===== src/rtl/rot_bank_pkg.sv =====
package rot_bank_pkg;

    // ------------------------------------------------------------
    // Flag register layout
    // ------------------------------------------------------------
    localparam int unsigned FLAG_C   = 7;
    localparam int unsigned FLAG_Z   = 6;
    localparam int unsigned FLAG_S   = 5;
    localparam int unsigned FLAG_V   = 4;
    localparam int unsigned FLAG_D   = 3;
    localparam int unsigned FLAG_H   = 2;
    localparam int unsigned FLAG_BA  = 0;
    localparam logic [7:0]  FLAGS_RESET = 8'h00;
    localparam logic [7:0]  BYTE_ZERO   = 8'h00;

    // ------------------------------------------------------------
    // Opcodes
    // ------------------------------------------------------------
    localparam logic [7:0] OPC_LEFT_CARRY_REG   = 8'h10;
    localparam logic [7:0] OPC_LEFT_CARRY_IND   = 8'h11;
    localparam logic [7:0] OPC_RIGHT_CARRY_REG  = 8'hC0;
    localparam logic [7:0] OPC_RIGHT_CARRY_IND  = 8'hC1;
    localparam logic [7:0] OPC_RIGHT_PLAIN_REG  = 8'hE0;
    localparam logic [7:0] OPC_RIGHT_PLAIN_IND  = 8'hE1;
    localparam logic [7:0] OPC_BANK0   = 8'h4F;
    localparam logic [7:0] OPC_BANK1   = 8'h5F;

    // ------------------------------------------------------------
    // Timing
    // ------------------------------------------------------------
    localparam int unsigned INSTR_CYCLES = 4;
    localparam logic [2:0]  CNT_FIRST    = 3'h1;
    localparam logic [2:0]  CNT_LAST     = 3'(INSTR_CYCLES - 1);

    typedef enum logic [1:0] {
        K_LEFT_CARRY,
        K_RIGHT_PLAIN,
        K_RIGHT_CARRY
    } rot_kind_e;

    typedef enum logic [2:0] {
        OP_LEFT_CARRY,
        OP_RIGHT_PLAIN,
        OP_RIGHT_CARRY,
        OP_BANK0,
        OP_BANK1,
        OP_BAD
    } op_e;

    typedef enum logic {
        ST_IDLE,
        ST_EXEC
    } state_e;

    typedef struct packed {
        logic [7:0] result;
        logic       carry;
        logic       zero;
        logic       sign;
        logic       ovf;
    } rot_out_s;

    typedef struct packed {
        state_e     state;
        logic [2:0] cnt;
        op_e        op;
        logic       indirect;
        logic [7:0] operand;
        logic [7:0] flags;
        logic [7:0] result;
        logic       result_we;
        logic       done;
        logic       illegal;
        logic       ind_out;
    } core_s;

endpackage


===== src/rtl/rotate_core.sv =====
`timescale 1ns/1ns
module rotate_core (
    input  wire rot_bank_pkg::rot_kind_e kind_i,
    input  wire logic [7:0]              operand_i,
    input  wire logic                    carry_i,
    output rot_bank_pkg::rot_out_s       out_o
);

    logic [7:0] res;

    always_comb begin
        res = operand_i;
        case (kind_i)
            rot_bank_pkg::K_LEFT_CARRY: begin
                res = {operand_i[6:0], carry_i};
            end
            rot_bank_pkg::K_RIGHT_PLAIN: begin
                res = {operand_i[0], operand_i[7:1]};
            end
            default: begin
                res = {carry_i, operand_i[7:1]};
            end
        endcase
        out_o.result = res;
        // Left rotate spills bit 7; both right rotates spill bit 0
        out_o.carry  = (kind_i == rot_bank_pkg::K_LEFT_CARRY) ? operand_i[7]
                                                              : operand_i[0];
        out_o.zero   = (res == rot_bank_pkg::BYTE_ZERO);
        out_o.sign   = res[7];
        out_o.ovf    = res[7] ^ operand_i[7];
    end

endmodule


===== src/rtl/rotate_bank_unit.sv =====
`timescale 1ns/1ns
// Operation
// - Rotate left through carry shifts the operand up, fills bit 0 from old carry, carry takes old bit 7.
// - Rotate left through carry copies operand bit n into result bit n+1 for n from 0 to 6.
// - After rotate left through carry, carry is set exactly when the old bit 7 was one.
// - Plain rotate right moves old bit 0 into result bit 7 and into carry.
// - Plain rotate right copies bit n+1 into bit n for n from 0 to 6 without the old carry.
// - Rotate right through carry shifts down and fills bit 7 from the carry held before.
// - Rotate right through carry loads carry from old operand bit 0.
// - The two rotates through carry move operand and carry together by exactly one position per execution.
// - Every rotate sets zero when the 8-bit result is zero and clears it otherwise.
// - Every rotate copies result bit 7 into the sign flag.
// - Every rotate sets overflow when the operand sign bit changed, and clears it otherwise.
// - Select bank zero clears flag bit 0.
// - Select bank one sets flag bit 0.
// - Bank selects leave every other flag unchanged.
module rotate_bank_unit (
    input  wire  logic       mclk_i,
    input  wire  logic       resetn_i,
    input  wire  logic       issue_i,
    input  wire  logic [7:0] opcode_i,
    input  wire  logic [7:0] operand_i,
    input  wire  logic       flags_we_i,
    input  wire  logic [7:0] flags_wdata_i,
    output logic       busy_o,
    output logic       done_o,
    output logic       illegal_o,
    output logic [7:0] result_o,
    output logic       result_we_o,
    output logic       indirect_register_mode_o,
    output logic [7:0] flags_o,
    output logic       bank_o
);

    // ------------------------------------------------------------
    // State
    // ------------------------------------------------------------
    rot_bank_pkg::core_s      st_r;
    rot_bank_pkg::core_s      st_nxt;
    rot_bank_pkg::op_e        dec_op;
    logic                     dec_ind;
    rot_bank_pkg::rot_kind_e  kind;
    rot_bank_pkg::rot_out_s   rot;

    // ------------------------------------------------------------
    // Decode
    // ------------------------------------------------------------
    always_comb begin
        dec_op  = rot_bank_pkg::OP_BAD;
        dec_ind = opcode_i[0];
        if (opcode_i == rot_bank_pkg::OPC_LEFT_CARRY_REG
            || opcode_i == rot_bank_pkg::OPC_LEFT_CARRY_IND) begin
            dec_op = rot_bank_pkg::OP_LEFT_CARRY;
        end else if (opcode_i == rot_bank_pkg::OPC_RIGHT_PLAIN_REG
                     || opcode_i == rot_bank_pkg::OPC_RIGHT_PLAIN_IND) begin
            dec_op = rot_bank_pkg::OP_RIGHT_PLAIN;
        end else if (opcode_i == rot_bank_pkg::OPC_RIGHT_CARRY_REG
                     || opcode_i == rot_bank_pkg::OPC_RIGHT_CARRY_IND) begin
            dec_op = rot_bank_pkg::OP_RIGHT_CARRY;
        end else if (opcode_i == rot_bank_pkg::OPC_BANK0) begin
            dec_op = rot_bank_pkg::OP_BANK0;
        end else if (opcode_i == rot_bank_pkg::OPC_BANK1) begin
            dec_op = rot_bank_pkg::OP_BANK1;
        end
    end

    always_comb begin
        case (st_r.op)
            rot_bank_pkg::OP_LEFT_CARRY:  kind = rot_bank_pkg::K_LEFT_CARRY;
            rot_bank_pkg::OP_RIGHT_PLAIN: kind = rot_bank_pkg::K_RIGHT_PLAIN;
            default:                      kind = rot_bank_pkg::K_RIGHT_CARRY;
        endcase
    end

    rotate_core u_rot (
        .kind_i    (kind),
        .operand_i (st_r.operand),
        .carry_i   (st_r.flags[rot_bank_pkg::FLAG_C]),
        .out_o     (rot)
    );

    // ------------------------------------------------------------
    // Sequencer
    // ------------------------------------------------------------
    always_comb begin
        st_nxt           = st_r;
        st_nxt.done      = 1'b0;
        st_nxt.result_we = 1'b0;
        st_nxt.illegal   = 1'b0;
        case (st_r.state)
            rot_bank_pkg::ST_IDLE: begin
                if (issue_i) begin
                    st_nxt.state    = rot_bank_pkg::ST_EXEC;
                    st_nxt.cnt      = rot_bank_pkg::CNT_FIRST;
                    st_nxt.op       = dec_op;
                    st_nxt.indirect = dec_ind;
                    st_nxt.operand  = operand_i;
                end else if (flags_we_i) begin
                    st_nxt.flags = flags_wdata_i;
                end
            end
            default: begin
                st_nxt.cnt = st_r.cnt + 3'h1;
                // Results commit on the last of the four cycles
                if (st_r.cnt == rot_bank_pkg::CNT_LAST) begin
                    st_nxt.state = rot_bank_pkg::ST_IDLE;
                    st_nxt.done  = 1'b1;
                    case (st_r.op)
                        rot_bank_pkg::OP_LEFT_CARRY,
                        rot_bank_pkg::OP_RIGHT_PLAIN,
                        rot_bank_pkg::OP_RIGHT_CARRY: begin
                            st_nxt.result    = rot.result;
                            st_nxt.result_we = 1'b1;
                            st_nxt.ind_out   = st_r.indirect;
                            // D and H are carried over untouched
                            st_nxt.flags[rot_bank_pkg::FLAG_C] = rot.carry;
                            st_nxt.flags[rot_bank_pkg::FLAG_Z] = rot.zero;
                            st_nxt.flags[rot_bank_pkg::FLAG_S] = rot.sign;
                            st_nxt.flags[rot_bank_pkg::FLAG_V] = rot.ovf;
                        end
                        rot_bank_pkg::OP_BANK0: begin
                            st_nxt.flags[rot_bank_pkg::FLAG_BA] = 1'b0;
                        end
                        rot_bank_pkg::OP_BANK1: begin
                            st_nxt.flags[rot_bank_pkg::FLAG_BA] = 1'b1;
                        end
                        default: begin
                            st_nxt.illegal = 1'b1;
                        end
                    endcase
                end
            end
        endcase
    end

    always_ff @(posedge mclk_i) begin
        if (!resetn_i) begin
            st_r           <= '0;
            st_r.state     <= rot_bank_pkg::ST_IDLE;
            st_r.op        <= rot_bank_pkg::OP_BAD;
            st_r.flags     <= rot_bank_pkg::FLAGS_RESET;
        end else begin
            st_r <= st_nxt;
        end
    end

    assign busy_o                   = (st_r.state == rot_bank_pkg::ST_EXEC);
    assign done_o                   = st_r.done;
    assign illegal_o                = st_r.illegal;
    assign result_o                 = st_r.result;
    assign result_we_o              = st_r.result_we;
    assign indirect_register_mode_o = st_r.ind_out;
    assign flags_o                  = st_r.flags;
    assign bank_o                   = st_r.flags[rot_bank_pkg::FLAG_BA];
endmodule


===== config.mk =====
export PLATFORM = sky130hd
export DESIGN_NAME = rotate_bank_unit
export DESIGN_NICKNAME = d
export VERILOG_FILES = /design/src/rtl/rot_bank_pkg.sv /design/src/rtl/rotate_core.sv /design/src/rtl/rotate_bank_unit.sv
export SDC_FILE = /design/constraint.sdc
export NUM_CORES = 1
export LEC_CHECK = 0
export BUFFER_PORTS_ARGS = -buffer_cell sky130_fd_sc_hd__buf_2
export CORE_MARGIN = 3
export CORE_UTILIZATION = 51
export CTS_CLUSTER_DIAMETER = 40
export CTS_CLUSTER_SIZE = 8
export DETAILED_ROUTE_END_ITERATION = 7
export PLACE_DENSITY = 0.89
export SLEW_MARGIN = 20
export SYNTH_ARGS = -nofsm -noshare
export SYNTH_HDL_FRONTEND = slang
export SYNTH_HIERARCHICAL = 1
export SYNTH_SLANG_ARGS = --single-unit

===== constraint.sdc =====
create_clock -name mclk_i -period 2.2 [get_ports mclk_i]
set_input_delay 0 -clock mclk_i [delete_from_list [all_inputs] [get_ports mclk_i]]
set_output_delay 0 -clock mclk_i [all_outputs]
set_load 0.03 [all_outputs]

; Word-level counts from Yosys, hierarchy flattened
; Cells that the tools add are included.
[op_classes]
n_eq_ne = 18
mux = 22
reduce_logical = 17
n_bitwise = 3
n_addsub = 1
[op_table]
columns = cell, count
row1 = == test 8 bit (second input constant), 4
row2 = == test 8 x 5 -> 1 bit (second input constant), 2
row3 = == test 8 x 7 -> 1 bit (second input constant), 2
row4 = 2-to-1 mux 16 bit, 1
row5 = 2-to-1 mux 4 bit, 4
row6 = 2-to-1 mux 8 bit, 2
row7 = one-hot mux 8 bit (2 select lines), 1
row8 = 2-to-1 mux 13 bit, 1
row9 = 2-to-1 mux 3 bit, 4
row10 = == test 3 x 2 -> 1 bit (second input constant), 3
row11 = 2-to-1 mux 9 bit, 1
row12 = AND reduction 3 bit, 3
row13 = logical NOT 8 bit, 1
row14 = AND reduction 4 bit, 2
row15 = 2-to-1 mux 1 bit, 6
row16 = != test 2 x 1 -> 1 bit (second input constant), 3
row17 = OR reduction 5 bit, 1
row18 = one-hot mux 2 bit (2 select lines), 1
row19 = AND reduction 2 bit, 2
row20 = nonzero test 2 bit, 2
row21 = adder 3 x 1 -> 3 bit (second input constant), 1
row22 = == test 3 x 1 -> 1 bit (second input constant), 1
row23 = == test 3 bit (second input constant), 1
row24 = logical NOT 3 bit, 1
row25 = 8 further kinds, 11
[word_totals]
reg_bits = 36
in_bits = 28
elab_cells = 74

; Logic depth before layout (Yosys ltp)
[depth]
word_depth = 8
mapped_depth = 7
mapped_depth_nobuf = 7

; Modules after synthesis
; The synthesis kept the hierarchy.
[modules_own_cells]
columns = mod, seq_area_each_um2, cells_each, n_inst, area_each_um2
row1 = rotate_bank_unit, 720.7, 181, 1, 1596.5
row2 = rotate_core, 0.0, 18, 1, 171.4

; Least setup slack after synthesis
; OpenSTA, ideal clock, no wires.
[synth_timing]
path_kind = reg-to-reg
startpoint = register st_r[31] (netlist name)
endpoint = register st_r (netlist bit flags_o[6])
t_arrival_ns = 1.730
path_slack_ns = 0.385
path_stages_with_launch = 8
synth_period_minus_slack_ns = 1.815
required_time_ns = 2.114
path_cell_list = dfxtp_1 or2_2 nor2_1 mux2i_1 o21ai_2 nor4_2 a221oi_1 a211oi_1
[synth_lines]
columns = item, line
row1 = start: declaration, rotate_bank_unit.sv:38  ; rot_bank_pkg::core_s st_r;
row2 = start signal: assignment, rotate_bank_unit.sv:143  ; st_r <= st_nxt;

==> summary.md <==
| Metric | Value |
|---|---|
| Primary FF master, synth | dfxtp_1 |
| CTS tree | done |
| Tot GR Track Use | 19.51% |
| Switching power | 0.3592 mW |
| Max Fanout on Critical Path | 9 |
| CP required | 2.43 ns |
| Startpoint types | register |
| Post-synth cell types | 44 |
| Register area | 720.7 µm² |
| 1st-pass router iterations | 4 |
| Detail Route Antenna Nets | 0 |
| Synthesized area | 1768 µm² |
| CTS sink count | 36 |
| GP Congestion | 0.7676 |
| Final HPWL DP | 2.598 mm |
| Seq/Total Area, Yosys | 40.76% |
| Design Power | 1.363 mW |
| # fillers | 275 |
| Ports | 50 |
| Die area | 4209 µm² |
| Post CTS Setup Buffer Count | 0 |
| Initial antenna violation count | 0 |
| WL per Instance | 12.92 µm |
| Crit path time final | 2.026 ns |
| Vias in the first global route | 1534 |
| Initial drt markers | 63 |
| Max-cap violations | 0 |
| Port bufs | 49 |
| Share of cells above drive strength 1 | 26.61% |
| Nets | 277 |
| Yosys warning count | 6 |
| H-tree depth | 2 |
| Crit path arrival time | 2.25 ns |
| RSZ-0062 raised after global routing | false |
| Status | completed |
| Num CTS Buffers | 5 |
| Setup_tns | 0 ns |
| Clock transition at the registers of the reported paths | 0.11 ns |
| Fraction of power consumed by sequential logic | 51.3% |
| Slew headroom | 53.49% |
| Global route overflow | 0 |
| Clock share of power | 33.9% |
| Max Slew Vio Count | 0 |
| Power per cell area | 636.8 nW/µm² |
| Worst skew pair latency | 0.35 ns |
| Setup violators final | 0 |
| Hold crit path type | in2reg |
| Reg2Reg Setup Slack | 0.17 ns |
| Leak | 0.9839 nW |
| Final WL | 3.774 mm |
| Mapped Avg Cell Area | 8.884 µm² |
| Core area | 3178 µm² |
| Peak Freq | 0.4935 GHz |
| Hold buffers post-CTS | 14 |
| Row cnt | 20 |
| Clock root cell | clkbuf_4 |
| FFs w/ async S/R, synth | 0% |
| Layout area overhead | 21.09% |
| Worst Setup End Kind | register |
| Sw frac | 26.35% |
| Die width | 64.88 µm |
| Slew @ Worst Pin | 0.6963 ns |
| Synthesized Nets | 229 |
| Final Hold Fails | 0 |
| Period utilisation layout | 92.11% |
| Logic gate share of total power | 14.8% |
| Pin count of the biggest net entering global routing | 24 |
| Internal power | 1.004 mW |
| First-pass GRT wire length | 6.527 mm |
| CP Class | reg2reg |
| Die height | 64.88 µm |
| Post-synth EDFFs | 0 |
| Initial Util | 55.63% |
| Skew final | 0.008139 ns |
| CTS Buffer Depth | 2 |
| N_diodes | 0 |
| Worst-case vdd ir drop | 0.0003613 V |
| PostCTS Resize Cnt | 0 |
| Post-Syn Instances | 199 |
| Post-DR vias/cell | 5.236 |
| #FFs+latches synth | 36 |
| Via count | 1529 |
| Drc violations | 0 |
| Multi-input logic area | 850.8 µm² |
## synthesized netlist by cell type (all sizes together), types with 3 or more instances
cell type / n / area [µm²]
buf: 20 / 151.4
inv: 6 / 22.52
o21ai: 5 / 28.77
nand2b: 3 / 18.77
nor2: 16 / 62.56
a211oi: 5 / 37.54
mux2: 8 / 90.09
a221oi: 4 / 35.03
dfxtp: 36 / 720.7
mux2i: 10 / 100.1
nand2: 30 / 112.6
a21oi: 17 / 85.08
clkbuf: 5 / 18.77
nor3: 3 / 15.01
## final cells by class
type,instances,area share [%]
Clock inverter,3,1.987
Timing Repair Buffer,66,19.05
Multi-Input combinational cell,131,39.74
Sequential cell,36,33.66
Tap cell,44,2.572
Clock buffer,5,1.753
Inverter,7,1.227
## power by group through the flow
stage          combinational, mW  sequential [mW]  clock, mW
2_1_floorplan              0.134            0.710          0
3_3_place_gp               0.176            0.712          0
4_1_cts                    0.200            0.699      0.470
5_1_grt                    0.223            0.704      0.496
6_report                   0.202            0.699      0.462
3_5_place_dp               0.179            0.714          0
## critical path, cell delays in order (launching register included)
cell      delay [ns]
dfxtp_1         0.38
or2_2           0.36
nor2_2          0.38
mux2_1          0.38
a221oi_1        0.32
a211oi_1        0.09
## registers in the layout (all words and copies together) (netlist names)
| register | cells |
|---|---|
| busy_o | 1 |
| done_o | 1 |
| flags_o | 8 |
| illegal_o | 1 |
| indirect_register_mode_o | 1 |
| result_o | 8 |
| result_we_o | 1 |
| st_r | 15 |
## per-stage QoR
stage	instance area [µm²]	std cells	worst slack, ns	util, %	hold slack, ns
after detailed placement	1921	270	0.2402	60.43	0.2322
after floorplan	1768	199	0.3846	-	0.08887
after global placement	1921	270	0.3167	60.43	0.2321
final	2141	292	0.1736	67.36	0.01592
after CTS	2141	292	0.1856	67.36	0.001284
after global routing	2141	292	0.03760	67.36	0.02920
## cell usage in the layout, fill, tap and decap left out, types with 2 or more instances in the layout
cell type,count
nor3_1,3
nand2_1,30
mux2_1,8
buf_2,49
ha_1,2
nor4b_1,2
a211oi_1,5
dfxtp_1,36
or3_1,2
clkbuf_4,5
dlygate4sd3_1,14
or4_1,2
inv_1,6
nand2b_1,3
a221oi_1,4
nor2_1,15
a21oi_1,17
or4bb_1,2
nor2b_1,2
mux2i_1,10
o21ai_0,3
buf_4,3
## routing by layer
metal	vias up	share of wire (%)	track usage (%)
met1	692	44	23.08
met5	-	0	0
li1	784	-	-
met2	48	48	33.84
met3	5	7.0	4.506
met4	0	1.2	7.652
## path summary, 6_finish.rpt
| check | start | endpoint | cells past startpoint |
|---|---|---|---|
| max reg2reg | st_r[31] | flags_o[7] | 5 |
| min | flags_we_i | flags_o[1] | 4 |
| min reg2reg | flags_o[4] | flags_o[4] | 2 |
| max | st_r[31] | flags_o[7] | 5 |
## logic make-up after synthesis
| logic type | synth area share (%) |
|---|---|
| AOI/OAI and AO/OA | 15.00 |
| xor gates and xnor gates | 0.4955 |
| adders and majority gates | 1.415 |
| buffers and inverters | 11.11 |
| DFF | 40.76 |
| muxes | 10.76 |
| and+or+nand+nor | 20.45 |
Power figures use the tool's default switching activity.
